[config.mk]
export PLATFORM = sky130hd
export DESIGN_NAME = temp_sensor_config_event_ctrl
export DESIGN_NICKNAME = d
export VERILOG_FILES = /design/src/design/temp_cfg_pkg.sv /design/src/design/limit_comparator.sv /design/src/design/temp_sensor_config_event_ctrl.sv
export SDC_FILE = /design/constraint.sdc
export NUM_CORES = 1
export LEC_CHECK = 0
export BUFFER_PORTS_ARGS = -buffer_cell sky130_fd_sc_hd__buf_2
export CAP_MARGIN = 20
export CORE_ASPECT_RATIO = 1.5
export CORE_MARGIN = 10
export CORE_UTILIZATION = 50
export DETAILED_ROUTE_END_ITERATION = 8
export PLACE_DENSITY = 0.89
export SYNTH_ARGS = -nofsm -noshare
export SYNTH_HDL_FRONTEND = slang
export SYNTH_HIERARCHICAL = 1
export SYNTH_SLANG_ARGS = --single-unit
[constraint.sdc]
create_clock -name i_clk -period 2.9 [get_ports i_clk]
set_input_delay 0.145 -clock i_clk [delete_from_list [all_inputs] [get_ports i_clk]]
set_output_delay 0.145 -clock i_clk [all_outputs]
set_load 0.02 [all_outputs]
[src/design/temp_cfg_pkg.sv]
package temp_cfg_pkg;

	// Register selection
	localparam logic [7:0] PTR_RESET     = 8'h00;
	localparam logic [7:0] CFG_PTR       = 8'h01;
	localparam int         REG_W         = 16;

	// Field positions within the configuration word
	localparam int CFG_RSVD_MSB  = 15;
	localparam int CFG_RSVD_LSB  = 11;
	localparam int CFG_HYST_MSB  = 10;
	localparam int CFG_HYST_LSB  = 9;
	localparam int CFG_HALT_BIT  = 8;
	localparam int CFG_CLCK_BIT  = 7;
	localparam int CFG_WLCK_BIT  = 6;
	localparam int CFG_REL_BIT   = 5;
	localparam int CFG_STS_BIT   = 4;
	localparam int CFG_OEN_BIT   = 3;
	localparam int CFG_CRIT_BIT  = 2;
	localparam int CFG_POL_BIT   = 1;
	localparam int CFG_MODE_BIT  = 0;

	localparam logic [15:0] CFG_RESET = 16'h0000;

	// Temperature in 0.125 degree steps, two's complement
	localparam int TEMP_W        = 13;
	localparam int TEMP_LSB_MC   = 125;
	localparam int HYST_1P5_MC   = 1500;
	localparam int HYST_3P0_MC   = 3000;
	localparam int HYST_6P0_MC   = 6000;
	localparam int HYST_W        = 6;
	localparam logic [HYST_W-1:0] HYST_1P5_STEPS = HYST_W'(HYST_1P5_MC / TEMP_LSB_MC);
	localparam logic [HYST_W-1:0] HYST_3P0_STEPS = HYST_W'(HYST_3P0_MC / TEMP_LSB_MC);
	localparam logic [HYST_W-1:0] HYST_6P0_STEPS = HYST_W'(HYST_6P0_MC / TEMP_LSB_MC);

	// Limit comparator indices
	localparam int LIM_UPPER = 0;
	localparam int LIM_LOWER = 1;
	localparam int LIM_CRIT  = 2;
	localparam int LIM_N     = 3;

	typedef enum logic [1:0] {
		HYST_NONE = 2'b00,
		HYST_1P5  = 2'b01,
		HYST_3P0  = 2'b10,
		HYST_6P0  = 2'b11
	} hyst_sel_t;

	typedef struct packed {
		logic [4:0] reserved_bits;
		hyst_sel_t  hysteresis_select;
		logic       sensor_halt;
		logic       critical_limit_lock;
		logic       window_limits_lock;
		logic       alarm_release;
		logic       alarm_pin_state;
		logic       alarm_output_enable;
		logic       critical_only_select;
		logic       alarm_polarity;
		logic       alarm_mode_select;
	} cfg_t;

	typedef struct packed {
		logic signed [TEMP_W-1:0] upper;
		logic signed [TEMP_W-1:0] lower;
		logic signed [TEMP_W-1:0] crit;
	} limits_t;

	typedef struct packed {
		logic above_upper;
		logic below_lower;
		logic above_crit;
	} trips_t;

endpackage

[src/design/limit_comparator.sv]
`timescale 1ns/1ps
module limit_comparator
	import temp_cfg_pkg::*;
#(
	parameter bit TRIP_BELOW = 1'b0,
	parameter int W          = TEMP_W
) (
	input  logic                 i_clk,
	input  logic                 i_rst_n,
	input  logic                 i_sample,
	input  logic signed [W-1:0]  i_temp,
	input  logic signed [W-1:0]  i_limit,
	input  logic [HYST_W-1:0]    i_hyst,
	output logic                 o_trip
);

	// One extra bit so limit minus hysteresis never wraps
	logic signed [W:0] temp_x;
	logic signed [W:0] lim_x;
	logic signed [W:0] lim_h;
	logic              set_c;
	logic              clr_c;
	logic              trip_q;

	assign temp_x = {i_temp[W-1], i_temp};
	assign lim_x  = {i_limit[W-1], i_limit};
	assign lim_h  = lim_x - $signed({{(W+1-HYST_W){1'b0}}, i_hyst});

	// Hysteresis only on the falling side
	assign set_c = TRIP_BELOW ? (temp_x < lim_h) : (temp_x > lim_x);
	assign clr_c = TRIP_BELOW ? (temp_x >= lim_x) : (temp_x < lim_h);

	always_ff @(posedge i_clk or negedge i_rst_n) begin
		if (!i_rst_n) begin
			trip_q <= 1'b0;
		end else if (i_sample) begin
			if (set_c) begin
				trip_q <= 1'b1;
			end else if (clr_c) begin
				trip_q <= 1'b0;
			end
		end
	end

	assign o_trip = trip_q;

endmodule

[src/design/temp_sensor_config_event_ctrl.sv]
// How it works
// - Configuration is a 16-bit read/write register at pointer 01h.
// - Hysteresis field bits 10:9 selects 0, 1.5, 3.0 or 6.0 degrees for all limits.
// - Hysteresis acts on falling temperature only; upper and critical alarms clear below limit minus it, lower alarm sets below limit minus it.
// - Upper-limit flag sets above limit, holds until below limit minus hysteresis.
// - Alarm pin uses the same hysteresis as the status flags.
// - Hysteresis writes ignored while either lock is set.
// - Halt bit 8 stops sampling, raises no alarms, releases the alarm pin.
// - Halt cannot be set while locked; clearing always allowed.
// - Register access keeps working while halted.
// - Bit 7 locks critical limit; only power-on reset clears it.
// - Bit 6 locks upper and lower limits; only power-on reset clears it.
// - Release bit 5 clears latched alarm in interrupt mode; reads as zero.
// - Bit 4 reads one while the alarm output is asserted.
// - Bit 3 enables alarm output; frozen while either lock set.
// - Bit 2 picks all limits or critical limit only for the alarm.
// - Critical-only bit frozen by window lock only.
// - Bit 1 sets pin polarity, low by default; frozen while locked.
// - Bit 0 picks comparator or interrupt mode; frozen while locked.
`timescale 1ns/1ps
module temp_sensor_config_event_ctrl
	import temp_cfg_pkg::*;
#(
	parameter int TW = TEMP_W
) (
	input  logic                 i_clk,
	input  logic                 i_rst_n,
	input  logic                 i_ptr_wr_en,
	input  logic [7:0]           i_ptr_data,
	input  logic                 i_reg_wr_en,
	input  logic [REG_W-1:0]     i_reg_wdata,
	input  logic                 i_reg_rd_en,
	input  logic                 i_temp_valid,
	input  logic signed [TW-1:0] i_temp,
	input  limits_t              i_limits,
	output logic                 o_cfg_selected,
	output logic [REG_W-1:0]     o_reg_rdata,
	output logic                 o_reg_rd_valid,
	output logic                 o_sensor_halt,
	output logic                 o_crit_lock,
	output logic                 o_window_lock,
	output logic signed [TW-1:0] o_temp,
	output trips_t               o_trips,
	output logic                 o_alarm_o,
	output logic                 o_alarm_oe
);

	logic [7:0]           ptr_q;
	logic                 cfg_wr;
	logic                 any_lock;
	hyst_sel_t            hyst_q;
	logic                 halt_q;
	logic                 crit_lock_q;
	logic                 win_lock_q;
	logic                 out_en_q;
	logic                 crit_only_q;
	logic                 pol_q;
	logic                 mode_q;
	logic                 release_wr;
	logic [HYST_W-1:0]    hyst_steps;
	logic                 sample;
	logic signed [TW-1:0] temp_q;
	logic [LIM_N-1:0]     trip;
	logic                 cond;
	logic                 cond_q;
	logic                 latch_q;
	logic                 assert_d;
	logic                 assert_q;
	logic                 level_q;
	logic                 oe_q;
	cfg_t                 view;
	logic [REG_W-1:0]     rdata_q;
	logic                 rd_valid_q;

	// Pointer selects the register; reset leaves it on the capability slot
	always_ff @(posedge i_clk or negedge i_rst_n) begin
		if (!i_rst_n) begin
			ptr_q <= PTR_RESET;
		end else if (i_ptr_wr_en) begin
			ptr_q <= i_ptr_data;
		end
	end

	// Halt does not gate the register path
	assign o_cfg_selected = (ptr_q == CFG_PTR);
	assign cfg_wr         = i_reg_wr_en && o_cfg_selected;
	assign any_lock       = crit_lock_q || win_lock_q;
	assign release_wr     = cfg_wr && i_reg_wdata[CFG_REL_BIT] && mode_q;

	// Locks are judged before the write lands, so one write can set a lock and still change these fields
	always_ff @(posedge i_clk or negedge i_rst_n) begin
		if (!i_rst_n) begin
			hyst_q <= hyst_sel_t'(CFG_RESET[CFG_HYST_MSB:CFG_HYST_LSB]);
		end else if (cfg_wr && !any_lock) begin
			hyst_q <= hyst_sel_t'(i_reg_wdata[CFG_HYST_MSB:CFG_HYST_LSB]);
		end
	end

	always_ff @(posedge i_clk or negedge i_rst_n) begin
		if (!i_rst_n) begin
			halt_q <= CFG_RESET[CFG_HALT_BIT];
		end else if (cfg_wr) begin
			if (!i_reg_wdata[CFG_HALT_BIT]) begin
				halt_q <= 1'b0;
			end else if (!any_lock) begin
				halt_q <= 1'b1;
			end
		end
	end

	// Only the power-on reset can drop the locks
	always_ff @(posedge i_clk or negedge i_rst_n) begin
		if (!i_rst_n) begin
			crit_lock_q <= CFG_RESET[CFG_CLCK_BIT];
			win_lock_q  <= CFG_RESET[CFG_WLCK_BIT];
		end else if (cfg_wr) begin
			crit_lock_q <= crit_lock_q || i_reg_wdata[CFG_CLCK_BIT];
			win_lock_q  <= win_lock_q || i_reg_wdata[CFG_WLCK_BIT];
		end
	end

	always_ff @(posedge i_clk or negedge i_rst_n) begin
		if (!i_rst_n) begin
			out_en_q <= CFG_RESET[CFG_OEN_BIT];
			pol_q    <= CFG_RESET[CFG_POL_BIT];
			mode_q   <= CFG_RESET[CFG_MODE_BIT];
		end else if (cfg_wr && !any_lock) begin
			out_en_q <= i_reg_wdata[CFG_OEN_BIT];
			pol_q    <= i_reg_wdata[CFG_POL_BIT];
			mode_q   <= i_reg_wdata[CFG_MODE_BIT];
		end
	end

	// Critical lock deliberately leaves this bit writable
	always_ff @(posedge i_clk or negedge i_rst_n) begin
		if (!i_rst_n) begin
			crit_only_q <= CFG_RESET[CFG_CRIT_BIT];
		end else if (cfg_wr && !win_lock_q) begin
			crit_only_q <= i_reg_wdata[CFG_CRIT_BIT];
		end
	end

	always_comb begin
		case (hyst_q)
			HYST_NONE: hyst_steps = '0;
			HYST_1P5:  hyst_steps = HYST_1P5_STEPS;
			HYST_3P0:  hyst_steps = HYST_3P0_STEPS;
			HYST_6P0:  hyst_steps = HYST_6P0_STEPS;
			default:   hyst_steps = '0;
		endcase
	end

	// Halted sensor neither stores nor compares
	assign sample = i_temp_valid && !halt_q;

	always_ff @(posedge i_clk or negedge i_rst_n) begin
		if (!i_rst_n) begin
			temp_q <= '0;
		end else if (sample) begin
			temp_q <= i_temp;
		end
	end

	for (genvar g = 0; g < LIM_N; g++) begin : g_lim
		limit_comparator #(
			.TRIP_BELOW (g == LIM_LOWER),
			.W          (TW)
		) u_cmp (
			.i_clk   (i_clk),
			.i_rst_n (i_rst_n),
			.i_sample(sample),
			.i_temp  (i_temp),
			.i_limit (g == LIM_UPPER ? i_limits.upper :
				(g == LIM_LOWER ? i_limits.lower : i_limits.crit)),
			.i_hyst  (hyst_steps),
			.o_trip  (trip[g])
		);
	end

	assign o_trips.above_upper = trip[LIM_UPPER];
	assign o_trips.below_lower = trip[LIM_LOWER];
	assign o_trips.above_crit  = trip[LIM_CRIT];

	// Pin condition built from the same hysteretic flags
	assign cond = crit_only_q ? trip[LIM_CRIT] : (|trip);

	always_ff @(posedge i_clk or negedge i_rst_n) begin
		if (!i_rst_n) begin
			cond_q <= 1'b0;
		end else begin
			cond_q <= cond;
		end
	end

	// New event wins over a release in the same cycle
	always_ff @(posedge i_clk or negedge i_rst_n) begin
		if (!i_rst_n) begin
			latch_q <= 1'b0;
		end else if (!mode_q) begin
			latch_q <= 1'b0;
		end else if (cond && !cond_q && !halt_q) begin
			latch_q <= 1'b1;
		end else if (release_wr) begin
			latch_q <= 1'b0;
		end
	end

	assign assert_d = out_en_q && !halt_q && (mode_q ? latch_q : cond);

	// Open drain: only the low level is driven, high needs the pull-up
	always_ff @(posedge i_clk or negedge i_rst_n) begin
		if (!i_rst_n) begin
			assert_q <= 1'b0;
			level_q  <= 1'b1;
			oe_q     <= 1'b0;
		end else begin
			assert_q <= assert_d;
			level_q  <= assert_d ? pol_q : !pol_q;
			oe_q     <= out_en_q && !halt_q && !(assert_d ? pol_q : !pol_q);
		end
	end

	always_comb begin
		view                      = '0;
		view.hysteresis_select    = hyst_q;
		view.sensor_halt          = halt_q;
		view.critical_limit_lock  = crit_lock_q;
		view.window_limits_lock   = win_lock_q;
		view.alarm_release        = 1'b0;
		view.alarm_pin_state      = assert_q;
		view.alarm_output_enable  = out_en_q;
		view.critical_only_select = crit_only_q;
		view.alarm_polarity       = pol_q;
		view.alarm_mode_select    = mode_q;
	end

	// Other pointers read zero here; their registers live elsewhere
	always_ff @(posedge i_clk or negedge i_rst_n) begin
		if (!i_rst_n) begin
			rdata_q    <= '0;
			rd_valid_q <= 1'b0;
		end else begin
			rd_valid_q <= i_reg_rd_en;
			if (i_reg_rd_en) begin
				rdata_q <= o_cfg_selected ? view : '0;
			end
		end
	end

	assign o_reg_rdata    = rdata_q;
	assign o_reg_rd_valid = rd_valid_q;
	assign o_sensor_halt  = halt_q;
	assign o_crit_lock    = crit_lock_q;
	assign o_window_lock  = win_lock_q;
	assign o_temp         = temp_q;
	assign o_alarm_o      = level_q;
	assign o_alarm_oe     = oe_q;

	property p_rd_reserved;
		@(posedge i_clk) disable iff (!i_rst_n)
		(i_reg_rd_en && o_cfg_selected) |=>
			(rdata_q[CFG_RSVD_MSB:CFG_RSVD_LSB] == 5'h00) && !rdata_q[CFG_REL_BIT];
	endproperty
	a_rd_reserved: assert property (p_rd_reserved)
		else $error("reserved or release bit read nonzero");

	property p_crit_lock_sticky;
		@(posedge i_clk) disable iff (!i_rst_n)
		crit_lock_q |=> crit_lock_q;
	endproperty
	a_crit_lock_sticky: assert property (p_crit_lock_sticky)
		else $error("critical lock dropped without reset");

	property p_win_lock_sticky;
		@(posedge i_clk) disable iff (!i_rst_n)
		win_lock_q |=> win_lock_q;
	endproperty
	a_win_lock_sticky: assert property (p_win_lock_sticky)
		else $error("window lock dropped without reset");

	property p_halt_refused;
		@(posedge i_clk) disable iff (!i_rst_n)
		(cfg_wr && any_lock && !halt_q) |=> !halt_q;
	endproperty
	a_halt_refused: assert property (p_halt_refused)
		else $error("halt set while locked");

	property p_halt_clear;
		@(posedge i_clk) disable iff (!i_rst_n)
		(cfg_wr && !i_reg_wdata[CFG_HALT_BIT]) |=> !halt_q;
	endproperty
	a_halt_clear: assert property (p_halt_clear)
		else $error("halt clear refused");

	property p_hyst_locked;
		@(posedge i_clk) disable iff (!i_rst_n)
		(cfg_wr && any_lock) |=> $stable(hyst_q);
	endproperty
	a_hyst_locked: assert property (p_hyst_locked)
		else $error("hysteresis changed while locked");

	property p_ctrl_locked;
		@(posedge i_clk) disable iff (!i_rst_n)
		(cfg_wr && any_lock) |=> $stable(out_en_q) && $stable(pol_q) && $stable(mode_q);
	endproperty
	a_ctrl_locked: assert property (p_ctrl_locked)
		else $error("alarm control changed while locked");

	property p_crit_only_locked;
		@(posedge i_clk) disable iff (!i_rst_n)
		(cfg_wr && win_lock_q) |=> $stable(crit_only_q);
	endproperty
	a_crit_only_locked: assert property (p_crit_only_locked)
		else $error("critical-only changed under window lock");

	property p_halt_pin_free;
		@(posedge i_clk) disable iff (!i_rst_n)
		halt_q |=> !oe_q && !assert_q;
	endproperty
	a_halt_pin_free: assert property (p_halt_pin_free)
		else $error("alarm pin driven while halted");

	property p_latch_hold;
		@(posedge i_clk) disable iff (!i_rst_n)
		(mode_q && latch_q && !release_wr && !cfg_wr) |=> latch_q;
	endproperty
	a_latch_hold: assert property (p_latch_hold)
		else $error("interrupt alarm dropped without release");

	property p_pin_polarity;
		@(posedge i_clk) disable iff (!i_rst_n)
		assert_q |-> (level_q == $past(pol_q));
	endproperty
	a_pin_polarity: assert property (p_pin_polarity)
		else $error("alarm level does not follow polarity");

endmodule

==> impl_metrics.py <==
metrics = {
    "run_status": {
        "status": "finished with violations",
        "violations": "setup timing",
    },
    "clock_network": {
        "cts_tree": "done",
        "clk_latency_ps": 290,
        "htreeDepth": 2,
        "clock_path_buffers": 2,
        "cts_buffers": 5,
        "clkTransAtPathRegs_ps": 70,
        "clock_sinks": 49,
        "clock-root-buffer": "clkbuf_16",
    },
    "timing": {
        "slew_headroom_pct": 56.9,
        "setup_tns_ps": -1160,
        "fmax_mhz": 292,
        "drv_slew": 0,
        "period_share_pct": 118,
        "tightest_slew_ps": 643,
        "layout_min_cycle_time_ps": 3430,
        "rsz0062_at_grt": "yes",
        "clock_skew_ps": 2.22,
        "finalHoldViolCount": 0,
        "setup_ws_ps": -528,
        "setup_viol": 3,
        "whs_ps": 62.7,
    },
    "critical_path": {
        "r2r_cells": 18,
        "start_kind": "register",
        "cp.required_ps": 3130,
        "arrival_ps": 3660,
        "reg2reg_slack_ps": -530,
        "critPathMaxFanout": 4,
        "critical_path_class": "reg -> reg",
        "end_kind": "register",
    },
    "route": {
        "dr.pass1.iters": 5,
        "vias": 5330,
        "avgViaCountPerCell": 6.23,
        "drtIter0Drc": 421,
        "ant_nets": 0,
        "wl_per_cell_um": 21.8,
        "finalWirelength_mm": 18.7,
        "drc": 0,
    },
    "yosys": {
        "synth_area_leaders": "ha_1, dfrtp_1, inv_1, mux2_2, xnor2_1",
        "synth-compound-area-share_pct": 16.4,
        "syn_area_um2": 5130,
        "synth_top_family_by_area": "adder cells",
        "synth_async_sr_flop_share_pct": 100,
        "synthAdderAreaFrac_pct": 25.6,
        "ys_seq_area_share_pct": 23.9,
        "synth-seq-cells": 49,
        "synth-edff-count": 0,
        "yosys.area_share.simple_pct": 15.3,
        "synthXorXnorAreaFrac_pct": 4.95,
        "netlist_instances": 567,
        "synth_top_area_share_pct": 24.4,
        "synth_top_area_cell": "ha_1",
        "synth_ff_type": "dfrtp_1",
        "synth-warning-count": 6,
        "yosysUniqueCellTypes": 67,
        "synth_mux_area_share_pct": 6.12,
        "avgSynthCellArea_um2": 9.04,
    },
    "placed_design": {
        "io_buffers": 108,
        "placedInstanceArea_um2": 6120,
        "dpl.hpwl_mm": 13.3,
        "place_congestion": 0.987,
    },
    "layout": {
        "finalNetCount": 921,
        "final_common_cell": "buf_2",
        "final_area_um2": 6820,
        "regArea_um2": 1230,
        "fill_cells": 692,
        "area_growth_pct": 33.0,
        "final_layout_size_suffix_gt1_share_pct": 38.4,
        "fin_util_pct": 67.7,
        "multi_input_area_um2": 4000,
        "most-common-layout-cells": "buf_2, ha_1, inv_1",
    },
    "global_route": {
        "grt_overflow": 0,
        "grt_busiest_layer": "met2",
        "grt.met2_usage_pct": 42.0,
        "grt_pass1_vias": 5694,
        "use_met3_pct": 6.73,
        "antenna_found_initial": 0,
        "grt_pass1_wl_mm": 27.6,
        "grt_usage_pct": 23.7,
        "grt_max_degree": 50,
        "use_met1_pct": 23.3,
    },
    "die": {
        "chipWidth_um": 103,
        "std_cell_rows": 45,
        "core_um2": 10100,
        "initial_core_util_pct": 50.9,
        "io-pin-count": 121,
        "die_h_um": 144,
        "design.die.area_um2": 14800,
    },
    "power": {
        "power.total_uw": 3050,
        "powerDensity_nw_per_um2": 447,
        "p_leak_uw": 0.00329,
        "irDropWorstVdd_uv": 371,
    },
    "job": {
        "maxCapViolCount": 0,
    },
    "hold_path": {
        "worstHoldPathCells": 2,
        "min_path_type": "in -> reg",
    },
}
[metal layers]
layer	vias to the layer above	part of all wire, %
li1	2359	-
met1	2520	33
met2	336	49
met3	115	11
met4	0	7.8
met5	-	0
[where the power goes]
part           internal (µW)  leakage (µW)  switching [µW]  total [µW]
Combinational            650       0.00259             845        1490
Clock                    348     0.0000775             271         619
Sequential               819      0.000614             117         936
[repair_timing]
item / in CTS / in global routing
hold endpoints to repair: 0 / 9
setup endpoints to repair: 3 / 3
resized for setup: 48 / 41
hold buffers: 0 / 1
pin swaps: 17 / 35
buffers inserted: 9 / 6
[kinds of logic after synthesis]
| group | after synthesis |
|---|---|
| buffers and inverters | 96 |
| flip-flops | 49 |
| XOR/XNOR | 29 |
| other | 1 |
| multiplexers | 28 |
| AO/OA/AOI/OAI | 125 |
| adder cells (fa/ha/maj) | 103 |
| AND/OR/NAND/NOR | 136 |
[synth_stat cells (all sizes together) (3+ instances only)]
| cell type | instances |
|---|---|
| nor3 | 13 |
| o311ai | 4 |
| o21a | 4 |
| o22ai | 11 |
| a21oi | 32 |
| xor2 | 4 |
| dfrtp | 48 |
| nand2b | 5 |
| a211oi | 7 |
| fa | 3 |
| nand2 | 29 |
| nand3 | 12 |
| clkbuf | 5 |
| and3 | 5 |
| nor2 | 22 |
| a21o | 8 |
| ha | 100 |
| nor2b | 11 |
| or2 | 5 |
| a211o | 4 |
| inv | 83 |
| buf | 8 |
| xnor2 | 25 |
| mux2 | 27 |
| nand4 | 14 |
| a21boi | 3 |
| o21ai | 25 |
| o211ai | 7 |
| or3 | 3 |
| a31oi | 4 |
| nor4 | 5 |
| or4 | 3 |
[metrics by stage]
| step | worst slack [ps] | cells |
|---|---|---|
| final | -528 | 856 |
| after global routing | -646 | 854 |
| after CTS | -394 | 846 |
| after detailed placement | -548 | 829 |
| after global placement | -270 | 829 |
| after floorplan | -103 | 581 |
[flip-flops by register name, indices dropped and copies added (netlist names), 2 cells and up]
register	cells
hyst_q	2
o_reg_rdata	10
o_temp	13
ptr_q	8
g_lim.u_cmp/o_trip	3
[critical path: stages (launching register included)]
cell and delay, ps:
dfrtp_2 480, ha_4 200, nor2_2 120, nor2_2 70, buf_4 130, buf_6 110, inv_4 40, ha_4 190
or2_4 240, buf_6 130, o311ai_2 70, buf_4 180, a21bo_2 240, ha_4 260, o21ai_0 100, o21ai_2 350
o22ai_1 160, o211ai_1 120, a32o_1 180
[area by class of cell]
type                       instances  share of cell area, %
clock inverter                     2                  0.257
timing repair buffer             161                   14.1
clock buffer                       6                   2.04
sequential                        49                   18.0
tap                              117                   2.15
inverter                          83                   4.71
multi-input combinational        436                   58.6
antenna                            2                 0.0734
[worst paths after layout]
kind | startpoint | end
max | hyst_q[1]$_DFFE_PN0P_ | g_lim[0].u_cmp/o_trip$_DFFE_PN0P_
min | i_reg_wdata[3] | out_en_q$_DFFE_PN0P_
min in group asynchronous | i_rst_n | o_reg_rdata[3]$_DFFE_PN0P_
max reg2reg | hyst_q[1]$_DFFE_PN0P_ | g_lim[0].u_cmp/o_trip$_DFFE_PN0P_
min reg2reg | o_temp[7]$_DFFE_PN0P_ | o_temp[7]$_DFFE_PN0P_
max in group asynchronous | i_rst_n | g_lim[0].u_cmp/o_trip$_DFFE_PN0P_
(Power assumes the default switching activity.)
